===== src/hw/pmbus_core_map.svh =====
`ifndef PMBUS_CORE_MAP_SVH
`define PMBUS_CORE_MAP_SVH
`define CMD_CHANNEL_SELECT 8'h00
`define CMD_OUTPUT_ON_OFF 8'h01
`define CMD_CLEAR_FAULTS 8'h03
`define CMD_WRITE_GUARD 8'h10
`define CMD_STORE_ALL 8'h15
`define CMD_RESTORE_ALL 8'h16
`define CMD_VOLTAGE_FORMAT 8'h20
`define CMD_VOLTAGE_SETPOINT 8'h21
`define CMD_SCALE_LOOP 8'h29
`define CMD_STATUS_BYTE 8'h78
`define CMD_STATUS_CML 8'h7E
`define CMD_CRC_FLAG 8'hD5
`define PAGE_BOTH 8'hFF
`define RST_CHANNEL_SELECT 8'h00
`define RST_OUTPUT_ON_OFF 8'h00
`define RST_WRITE_GUARD 8'h00
`define RST_SETPOINT 16'h1400
`define RST_SCALE_LOOP 16'hB052
`define VOLTAGE_FORMAT_VAL 8'h16
`define GUARD_ALL 8'h80
`define GUARD_CTRL 8'h40
`define GUARD_VOUT 8'h20
`define ON_BIT 7
`define NV_STEPS 3'h4
`define NV_CRC_BLANK 8'hFF
`define CML_BAD_WRITE 8'h02
`define CML_CRC_BIT 1
`define OFF_BIT 6
`define CML_SUMMARY_BIT 1
`endif


===== src/hw/pmbus_core_pkg.sv =====
package pmbus_core_pkg;
	typedef enum logic [3:0] {
		NV_IDLE = 4'b0001,
		NV_STORE = 4'b0010,
		NV_RESTORE = 4'b0100,
		NV_DONE = 4'b1000
	} nv_state_t;
endpackage


===== src/hw/pmbus_dual_channel_command_core.sv =====
`timescale 1ns/1ps
`include "pmbus_core_map.svh"
// Notes on behaviour
// - linear sixteen: unsigned mantissa, 5-bit exponent
// - linear eleven: 11-bit mantissa, 5-bit exponent
// - any exponent value accepted, stored verbatim
// - page bit0 picks channel, reset channel zero
// - page 0xFF writes both channels alike
// - single-copy registers reachable from any page
// - 0x80 turns on, 0x00/0x40 off
// - on bit 7; enable pin overrides
// - clear faults wipes status, drops alert
// - clear faults never restarts latched outputs
// - persisting fault sets again at once
// - write guard levels gate writes
// - reads served at every guard level
// - store copies operating regs to nonvolatile
// - writes rejected, reads served while busy
// - store programs crc byte
// - outputs off during store or restore
// - store only once, only when unprogrammed
// - restore loads nonvolatile into operating regs
// - restore loads only when crc matches
// - voltage format reads 0x16 fixed
// - set-point word resets to 5120
module pmbus_dual_channel_command_core
	import pmbus_core_pkg::*;
(
	input wire logic clk,
	input wire logic rst,
	input wire logic cmdValid,
	input wire logic cmdWrite,
	input wire logic [7:0] cmdCode,
	input wire logic [15:0] cmdData,
	output logic [15:0] rdData,
	input wire logic factoryBlank,
	input wire logic [1:0] enablePin,
	input wire logic [1:0] faultPresent,
	input wire logic [1:0] latchedOff,
	output logic [1:0] channelEnable,
	output logic alert_line,
	output logic nvBusy
);
	// ----------------------------------------------------------------
	// state
	// ----------------------------------------------------------------
	logic [7:0] channelSelect;
	logic [7:0] writeGuardLevel;
	logic [7:0] outputOnOff [2];
	logic [15:0] voltageSetpoint [2];
	logic [15:0] scaleLoop [2];
	logic [7:0] statusByte [2];
	logic [7:0] statusCml;
	logic crcFlag;
	logic storeUsed;
	logic [7:0] nvOnOff [2];
	logic [15:0] nvSetpoint [2];
	logic [15:0] nvScale [2];
	logic [7:0] nvCrc;
	nv_state_t nvState;
	logic [2:0] nvCount;
	logic [1:0] enSync0, enSync1, enSync2;
	logic [1:0] enPin;
	logic [1:0] faultSync0, faultSync1, faultSync2;
	logic [1:0] faultNow;
	logic chan;
	logic wrAny, wrOk, clearReq;
	logic [1:0] wrChan;

	// crc-8 over the stored words, byte at a time, polynomial 0x07
	function automatic logic [7:0] crc_byte(input logic [7:0] c,
			input logic [7:0] d);
		logic [7:0] r;
		r = c ^ d;
		for (int i = 0; i < 8; i++) begin
			r = r[7] ? ((r << 1) ^ 8'h07) : (r << 1);
		end
		return r;
	endfunction

	function automatic logic [7:0] crc_image(input logic [7:0] a0,
			input logic [7:0] a1, input logic [15:0] s0,
			input logic [15:0] s1, input logic [15:0] k0,
			input logic [15:0] k1);
		logic [7:0] c;
		c = crc_byte(8'h00, a0);
		c = crc_byte(c, a1);
		c = crc_byte(c, s0[7:0]);
		c = crc_byte(c, s0[15:8]);
		c = crc_byte(c, s1[7:0]);
		c = crc_byte(c, s1[15:8]);
		c = crc_byte(c, k0[7:0]);
		c = crc_byte(c, k0[15:8]);
		c = crc_byte(c, k1[7:0]);
		return crc_byte(c, k1[15:8]);
	endfunction

	// permit check per command for the current guard level
	function automatic logic guard_allows(input logic [7:0] lvl,
			input logic [7:0] code);
		logic ok;
		ok = 1'b1;
		if (code == `CMD_WRITE_GUARD) begin
			ok = 1'b1;
		end else if (lvl == `GUARD_ALL) begin
			ok = 1'b0;
		end else if (lvl == `GUARD_CTRL) begin
			ok = (code == `CMD_OUTPUT_ON_OFF) ||
				(code == `CMD_CHANNEL_SELECT);
		end else if (lvl == `GUARD_VOUT) begin
			ok = (code == `CMD_OUTPUT_ON_OFF) ||
				(code == `CMD_CHANNEL_SELECT) ||
				(code == `CMD_VOLTAGE_SETPOINT);
		end
		return ok;
	endfunction

	// ----------------------------------------------------------------
	// pin synchronisers
	// ----------------------------------------------------------------
	always_ff @(posedge clk) begin
		enSync0 <= enablePin;
		enSync1 <= enSync0;
		enSync2 <= enSync1;
		faultSync0 <= faultPresent;
		faultSync1 <= faultSync0;
		faultSync2 <= faultSync1;
	end

	always_ff @(posedge clk) begin
		if (rst) begin
			enPin <= 2'b00;
			faultNow <= 2'b00;
		end else begin
			for (int i = 0; i < 2; i++) begin
				if (enSync1[i] == enSync2[i]) begin
					enPin[i] <= enSync2[i];
				end
				if (faultSync1[i] == faultSync2[i]) begin
					faultNow[i] <= faultSync2[i];
				end
			end
		end
	end

	// ----------------------------------------------------------------
	// command decode
	// ----------------------------------------------------------------
	assign chan = channelSelect[0];
	assign nvBusy = (nvState != NV_IDLE);
	assign wrAny = cmdValid && cmdWrite;
	assign wrOk = wrAny && !nvBusy &&
		guard_allows(writeGuardLevel, cmdCode);
	assign clearReq = wrOk && (cmdCode == `CMD_CLEAR_FAULTS);
	assign wrChan = (channelSelect == `PAGE_BOTH) ? 2'b11 :
		(chan ? 2'b10 : 2'b01);

	// ----------------------------------------------------------------
	// single-copy registers
	// ----------------------------------------------------------------
	always_ff @(posedge clk) begin
		if (rst) begin
			channelSelect <= `RST_CHANNEL_SELECT;
			writeGuardLevel <= `RST_WRITE_GUARD;
		end else if (wrOk) begin
			if (cmdCode == `CMD_CHANNEL_SELECT) begin
				channelSelect <= cmdData[7:0];
			end
			if (cmdCode == `CMD_WRITE_GUARD) begin
				writeGuardLevel <= cmdData[7:0];
			end
		end
	end

	// ----------------------------------------------------------------
	// per-channel registers and restore
	// ----------------------------------------------------------------
	logic crcMatch;
	assign crcMatch = crc_image(nvOnOff[0], nvOnOff[1], nvSetpoint[0],
		nvSetpoint[1], nvScale[0], nvScale[1]) == nvCrc;

	always_ff @(posedge clk) begin
		if (rst) begin
			for (int i = 0; i < 2; i++) begin
				outputOnOff[i] <= `RST_OUTPUT_ON_OFF;
				voltageSetpoint[i] <= `RST_SETPOINT;
				scaleLoop[i] <= `RST_SCALE_LOOP;
			end
		end else if (nvState == NV_RESTORE && nvCount == 3'h0) begin
			if (crcMatch) begin
				for (int i = 0; i < 2; i++) begin
					outputOnOff[i] <= nvOnOff[i];
					voltageSetpoint[i] <= nvSetpoint[i];
					scaleLoop[i] <= nvScale[i];
				end
			end
		end else if (wrOk) begin
			for (int i = 0; i < 2; i++) begin
				if (wrChan[i]) begin
					if (cmdCode == `CMD_OUTPUT_ON_OFF) begin
						// only bit 7 is kept; others reserved
						outputOnOff[i] <= cmdData[7:0] & 8'h80;
					end
					if (cmdCode == `CMD_VOLTAGE_SETPOINT) begin
						voltageSetpoint[i] <= cmdData;
					end
					if (cmdCode == `CMD_SCALE_LOOP) begin
						scaleLoop[i] <= cmdData;
					end
				end
			end
		end
	end

	// ----------------------------------------------------------------
	// nonvolatile sequencer
	// ----------------------------------------------------------------
	always_ff @(posedge clk) begin
		if (rst) begin
			nvState <= NV_IDLE;
			nvCount <= 3'h0;
		end else begin
			case (nvState)
				NV_IDLE: begin
					nvCount <= `NV_STEPS;
					if (wrOk && cmdCode == `CMD_STORE_ALL &&
							factoryBlank && !storeUsed) begin
						nvState <= NV_STORE;
					end else if (wrOk &&
							cmdCode == `CMD_RESTORE_ALL) begin
						nvState <= NV_RESTORE;
					end
				end
				NV_STORE, NV_RESTORE: begin
					if (nvCount == 3'h0) begin
						nvState <= NV_DONE;
					end else begin
						nvCount <= nvCount - 3'h1;
					end
				end
				NV_DONE: nvState <= NV_IDLE;
				default: nvState <= NV_IDLE;
			endcase
		end
	end

	// blank image: crc cell reads erased, so an early restore fails check
	always_ff @(posedge clk) begin
		if (rst) begin
			storeUsed <= 1'b0;
			nvCrc <= `NV_CRC_BLANK;
			for (int i = 0; i < 2; i++) begin
				nvOnOff[i] <= 8'h00;
				nvSetpoint[i] <= 16'h0000;
				nvScale[i] <= 16'h0000;
			end
		end else if (nvState == NV_STORE && nvCount == 3'h0) begin
			storeUsed <= 1'b1;
			for (int i = 0; i < 2; i++) begin
				nvOnOff[i] <= outputOnOff[i];
				nvSetpoint[i] <= voltageSetpoint[i];
				nvScale[i] <= scaleLoop[i];
			end
			nvCrc <= crc_image(outputOnOff[0], outputOnOff[1],
				voltageSetpoint[0], voltageSetpoint[1],
				scaleLoop[0], scaleLoop[1]);
		end
	end

	// ----------------------------------------------------------------
	// status and alert
	// ----------------------------------------------------------------
	always_ff @(posedge clk) begin
		if (rst) begin
			statusCml <= 8'h00;
			crcFlag <= 1'b0;
			for (int i = 0; i < 2; i++) begin
				statusByte[i] <= 8'h00;
			end
		end else begin
			// clear; set wins so live faults come back
			for (int i = 0; i < 2; i++) begin
				statusByte[i][0] <= faultNow[i] ||
					(statusByte[i][0] && !clearReq);
				statusByte[i][`OFF_BIT] <= !channelEnable[i];
				statusByte[i][`CML_SUMMARY_BIT] <= 1'b0;
			end
			if (wrAny && !wrOk) begin
				statusCml <= statusCml | `CML_BAD_WRITE;
			end else if (clearReq) begin
				statusCml <= 8'h00;
			end
			if (nvState == NV_RESTORE && nvCount == 3'h0 && !crcMatch) begin
				crcFlag <= 1'b1;
			end else if (clearReq) begin
				crcFlag <= 1'b0;
			end
		end
	end

	always_ff @(posedge clk) begin
		if (rst) begin
			alert_line <= 1'b0;
		end else begin
			alert_line <= statusByte[0][0] || statusByte[1][0] ||
				(statusCml != 8'h00) || crcFlag;
		end
	end

	// ----------------------------------------------------------------
	// outputs and read data
	// ----------------------------------------------------------------
	always_ff @(posedge clk) begin
		if (rst) begin
			channelEnable <= 2'b00;
		end else begin
			for (int i = 0; i < 2; i++) begin
				channelEnable[i] <= enPin[i] &&
					outputOnOff[i][`ON_BIT] && !latchedOff[i] &&
					!nvBusy;
			end
		end
	end

	// reads ignore guard level and busy state
	always_ff @(posedge clk) begin
		if (rst) begin
			rdData <= 16'h0000;
		end else if (cmdValid && !cmdWrite) begin
			if (cmdCode == `CMD_CHANNEL_SELECT) begin
				rdData <= {8'h00, channelSelect};
			end else if (cmdCode == `CMD_OUTPUT_ON_OFF) begin
				rdData <= {8'h00, outputOnOff[chan]};
			end else if (cmdCode == `CMD_WRITE_GUARD) begin
				rdData <= {8'h00, writeGuardLevel};
			end else if (cmdCode == `CMD_VOLTAGE_FORMAT) begin
				rdData <= {8'h00, `VOLTAGE_FORMAT_VAL};
			end else if (cmdCode == `CMD_VOLTAGE_SETPOINT) begin
				rdData <= voltageSetpoint[chan];
			end else if (cmdCode == `CMD_SCALE_LOOP) begin
				rdData <= scaleLoop[chan];
			end else if (cmdCode == `CMD_STATUS_BYTE) begin
				rdData <= {8'h00, statusByte[chan] |
					{6'h00, (statusCml != 8'h00) || crcFlag, 1'b0}};
			end else if (cmdCode == `CMD_STATUS_CML) begin
				rdData <= {8'h00, statusCml |
					{6'h00, crcFlag, 1'b0}};
			end else if (cmdCode == `CMD_CRC_FLAG) begin
				rdData <= {15'h0000, crcFlag};
			end else begin
				rdData <= 16'h0000;
			end
		end
	end

	// ----------------------------------------------------------------
	// checks
	// ----------------------------------------------------------------
	AST_GUARD_BLOCKS: assert property (@(posedge clk) disable iff (rst)
		wrAny && writeGuardLevel == `GUARD_ALL &&
		cmdCode == `CMD_VOLTAGE_SETPOINT |=>
		$stable(voltageSetpoint[0]) && $stable(voltageSetpoint[1]))
		else $error("guarded write changed set-point");
	AST_BUSY_BLOCKS: assert property (@(posedge clk) disable iff (rst)
		wrAny && nvBusy && cmdCode == `CMD_CHANNEL_SELECT |=>
		$stable(channelSelect))
		else $error("write taken while busy");
	AST_BLOCK_FLAG: assert property (@(posedge clk) disable iff (rst)
		wrAny && !wrOk |=> statusCml[1])
		else $error("blocked write not flagged");
	AST_BROADCAST: assert property (@(posedge clk) disable iff (rst)
		wrOk && channelSelect == `PAGE_BOTH &&
		cmdCode == `CMD_VOLTAGE_SETPOINT && nvState == NV_IDLE |=>
		voltageSetpoint[0] == $past(cmdData) &&
		voltageSetpoint[1] == $past(cmdData))
		else $error("broadcast missed a channel");
	AST_OFF_BUSY: assert property (@(posedge clk) disable iff (rst)
		nvBusy |=> channelEnable == 2'b00)
		else $error("output on during nonvolatile work");
	AST_PIN_WINS: assert property (@(posedge clk) disable iff (rst)
		!enPin[0] |=> !channelEnable[0])
		else $error("enable pin overridden");
	AST_ONE_STORE: assert property (@(posedge clk) disable iff (rst)
		storeUsed && nvState == NV_IDLE |=> nvState != NV_STORE)
		else $error("second store started");
	AST_REFAULT: assert property (@(posedge clk) disable iff (rst)
		clearReq && faultNow[0] |=> statusByte[0][0])
		else $error("live fault lost on clear");
	AST_FORMAT: assert property (@(posedge clk) disable iff (rst)
		cmdValid && !cmdWrite && cmdCode == `CMD_VOLTAGE_FORMAT |=>
		rdData == 16'h0016)
		else $error("format read wrong");
	AST_NV_LEN: assert property (@(posedge clk) disable iff (rst)
		$rose(nvBusy) |-> nvBusy [*6] ##1 !nvBusy)
		else $error("nonvolatile length wrong");
	COV_STORE: cover property (@(posedge clk) nvState == NV_STORE);
	COV_RESTORE_BAD: cover property (@(posedge clk) $rose(crcFlag));
	COV_BROADCAST: cover property (@(posedge clk)
		wrOk && channelSelect == `PAGE_BOTH);
	COV_CLEAR: cover property (@(posedge clk) clearReq && alert_line);
endmodule


===== config.mk =====
export PLATFORM = sky130hd
export DESIGN_NAME = pmbus_dual_channel_command_core
export DESIGN_NICKNAME = d
export VERILOG_FILES = /design/src/hw/pmbus_core_pkg.sv /design/src/hw/pmbus_dual_channel_command_core.sv
export VERILOG_INCLUDE_DIRS = /design/src /design/src/hw
export SDC_FILE = /design/constraint.sdc
export NUM_CORES = 1
export LEC_CHECK = 0
export BUFFER_PORTS_ARGS = -buffer_cell sky130_fd_sc_hd__clkbuf_2
export CAP_MARGIN = 20
export CORE_MARGIN = 2
export CORE_UTILIZATION = 55
export DETAILED_ROUTE_END_ITERATION = 7
export PLACE_DENSITY = 0.81
export SLEW_MARGIN = 20
export SYNTH_ARGS = -nofsm -noshare
export SYNTH_HDL_FRONTEND = slang
export SYNTH_SLANG_ARGS = --single-unit

===== constraint.sdc =====
create_clock -name clk -period 8.9 [get_ports clk]
set_input_delay 0 -clock clk [delete_from_list [all_inputs] [get_ports clk]]
set_output_delay 0 -clock clk [all_outputs]
set_load 0.05 [all_outputs]

==> flow_summary.ini <==
[status]
outcome = finished clean

[global_routing]
track_usage = 0.292
antenna_found_initial = 0
grt-ovfl-total = 0
grt_max_degree = 83
grt_pass1_vias = 10100
grt_pass1_wl_um = 61700

[cts]
worst_skew_pair.late_latency_ps = 550
ctsResizeCount = 0
cts_root_buf = clkbuf_16
path_clk_slew_ps = 60
cts_buffer_depth = 3
ctsHtreeMaxLevel = 1
tritoncts = built
numCtsBuffers = 25
cts_sinks = 234

[logic_synthesis]
syn_area_um2 = 15100
synth_top_area_share = 0.319
yosys_warnings = 0
syn_nets = 1219
syn_area_per_cell_um2 = 12.8
synth_common_cells = xnor2_1, edfxtp_1, xnor3_1
synthFlopType = edfxtp_1
synthCells = 1182
synthArstFlopShare = 0
yosys_register_bits = 234
ys_types = 59
synth_most_common_cell = xnor2_1
synth_edf_count = 160
yosysSeqAreaShare = 0.417
synth_top_area_cell = edfxtp_1
ys_top_cells_by_area = edfxtp_1, xnor3_1, xnor2_1

[floorplanning]
die_area_um2 = 28800
initial_core_util = 0.559
die_h_um = 170
rows = 60
ios = 55
die_x_um = 170
core_region_area_um2 = 27000

[min_path]
min-delay-path-class = in2reg

[cells_and_area]
num_antenna_cells = 0
fillers = 1964
drive_gt1_frac = 0.103
finalNonFillerCells = 1607
nets = 1286
area_delta_synth_final_pct = 11.6

[sta]
relSlewSlack = 0.273
finalHoldViolCount = 0
clock_skew_ps = 24.4
post-route-period-util = 0.767
setup_viol = 0
fin_setup_tns_ps = 0
maxSlewViolCount = 0
worstMarginPinSlew_ps = 1090
post-route-min-period_ps = 6830
max_freq_mhz = 146
rsz0062_at_grt = no

[critical_path]
worst_ep_required_time_ps = 9060
cp-end-kind = flip-flop
start_kind = flip-flop
path_delay_family = XOR/XNOR gates
worst-path-buf-inv = 0
crit_chain = xnor2_1 -> xnor3_1 -> xnor3_1 -> xnor2_2 -> xnor3_1 -> xor2_1 -> xnor3_1 -> xnor2_1 -> xnor3_1 -> xnor2_1 -> nor3_1 -> a31oi_1 -> nor3_4 -> a211o_1
cp_max_fo = 26
crit_type = reg2reg
max_stage_delay_ps = 900
cp_slowest_cell = nor3_4
crit_top_cell = xnor3_1
worstPathArrival_ps = 6990

[drt]
vias_per_cell = 6.29
via_count = 10100
firstDrtPassIters = 5
drc_errors = 0
drtAntennaViolNets = 0
avgRoutedWirePerCell_um = 25.7
wl_um = 41300
drtIter0Drc = 1255

[placement]
io_buffers = 54
post-place-cells = 1532
gp_congestion = 0.922
dp_hpwl_um = 30300

[run]
cap_violations = 0
-- routing by layer --
layer / share of wire / global-route usage / up-vias
li1: - / - / 4407
met1: 0.40 / 0.403 / 4961
met2: 0.45 / 0.453 / 642
met3: 0.12 / 0.0714 / 93
met4: 0.035 / 0.104 / 0
met5: 0 / 0 / -
-- layout make-up --
type	instances	area, µm²	area share
multi-input combinational	879	8520	0.507
tap	341	427	0.0254
sequential	234	6290	0.374
clock inverter	11	139	0.00826
clock buffer	33	718	0.0427
timing repair buffer	100	693	0.0412
inverter	9	33.8	0.00201
-- path summary, 6_finish.rpt --
path	endpoint	cells after the start	start	slack (ps)
max	voltageSetpoint[1][5]	14	nvOnOff[0][13]	2070
min	nvState[1]	5	cmdCode[6]	60
min reg2reg	enSync1[1]	0	enSync0[1]	330
max reg2reg	voltageSetpoint[1][5]	14	nvOnOff[0][13]	2070
-- state kept, by name, summed over array words and instances (netlist names), 2 cells and up, named ones only --
name,cells
faultSync2,2
channelEnable,2
rdData,16
voltageSetpoint,32
channelSelect,8
enSync2,2
writeGuardLevel,8
nvSetpoint,32
enSync1,2
faultSync0,2
nvCount,3
nvScale,32
outputOnOff,16
scaleLoop,32
enPin,2
nvState,4
statusByte,4
nvOnOff,16
faultSync1,2
enSync0,2
faultNow,2
nvCrc,8
-- worst min-delay path, stage by stage --
cell and delay (ps):
clkbuf_2 120, nor3_1 110, nand4_1 110, nand2b_1 130, a21oi_1 80
-- metrics by stage --
stage          setup slack (ps)  hold WS [ps]   util  instance area, µm²
2_1_floorplan              3170          27.7      -               15100
3_3_place_gp               2380           103  0.581               15700
3_5_place_dp               2170           104  0.581               15700
4_1_cts                    2090          34.5  0.624               16800
5_1_grt                    1580           101  0.624               16800
6_report                   2070          60.6  0.624               16800
-- repair_timing --
action	CTS	global route
buffers inserted	0	0
hold buffers	31	0
hold endpoints to repair	82	0
-- logic make-up after synthesis --
logic type,count (synthesis),synth area share
XOR/XNOR,401,0.354
AND/OR/NAND/NOR,256,0.0881
flip-flops,234,0.417
AO/OA/AOI/OAI,161,0.0811
buffers and inverters,69,0.0191
multiplexers,59,0.0395
adder cells (fa/ha/maj),2,0.00166
-- layout by cell type, fill, tap and decap left out, types with 6 or more instances in the layout --
cell type,count
a211o_1,6
a21oi_1,40
a22oi_1,8
a32o_1,50
and2_1,81
and3_1,17
buf_4,15
clkbuf_16,27
clkbuf_2,54
dfxtp_1,73
dlygate4sd3_1,31
edfxtp_1,160
inv_1,9
mux2i_1,55
nand2_1,27
nor2_1,81
nor3_1,13
nor4_1,7
o21ai_0,14
o22ai_1,9
xnor2_1,183
xnor2_2,8
xnor3_1,99
xor2_1,84
xor3_1,25
Power is not shown: default switching activity piles up to over one toggle a cycle in this logic, so the estimate is an artifact.
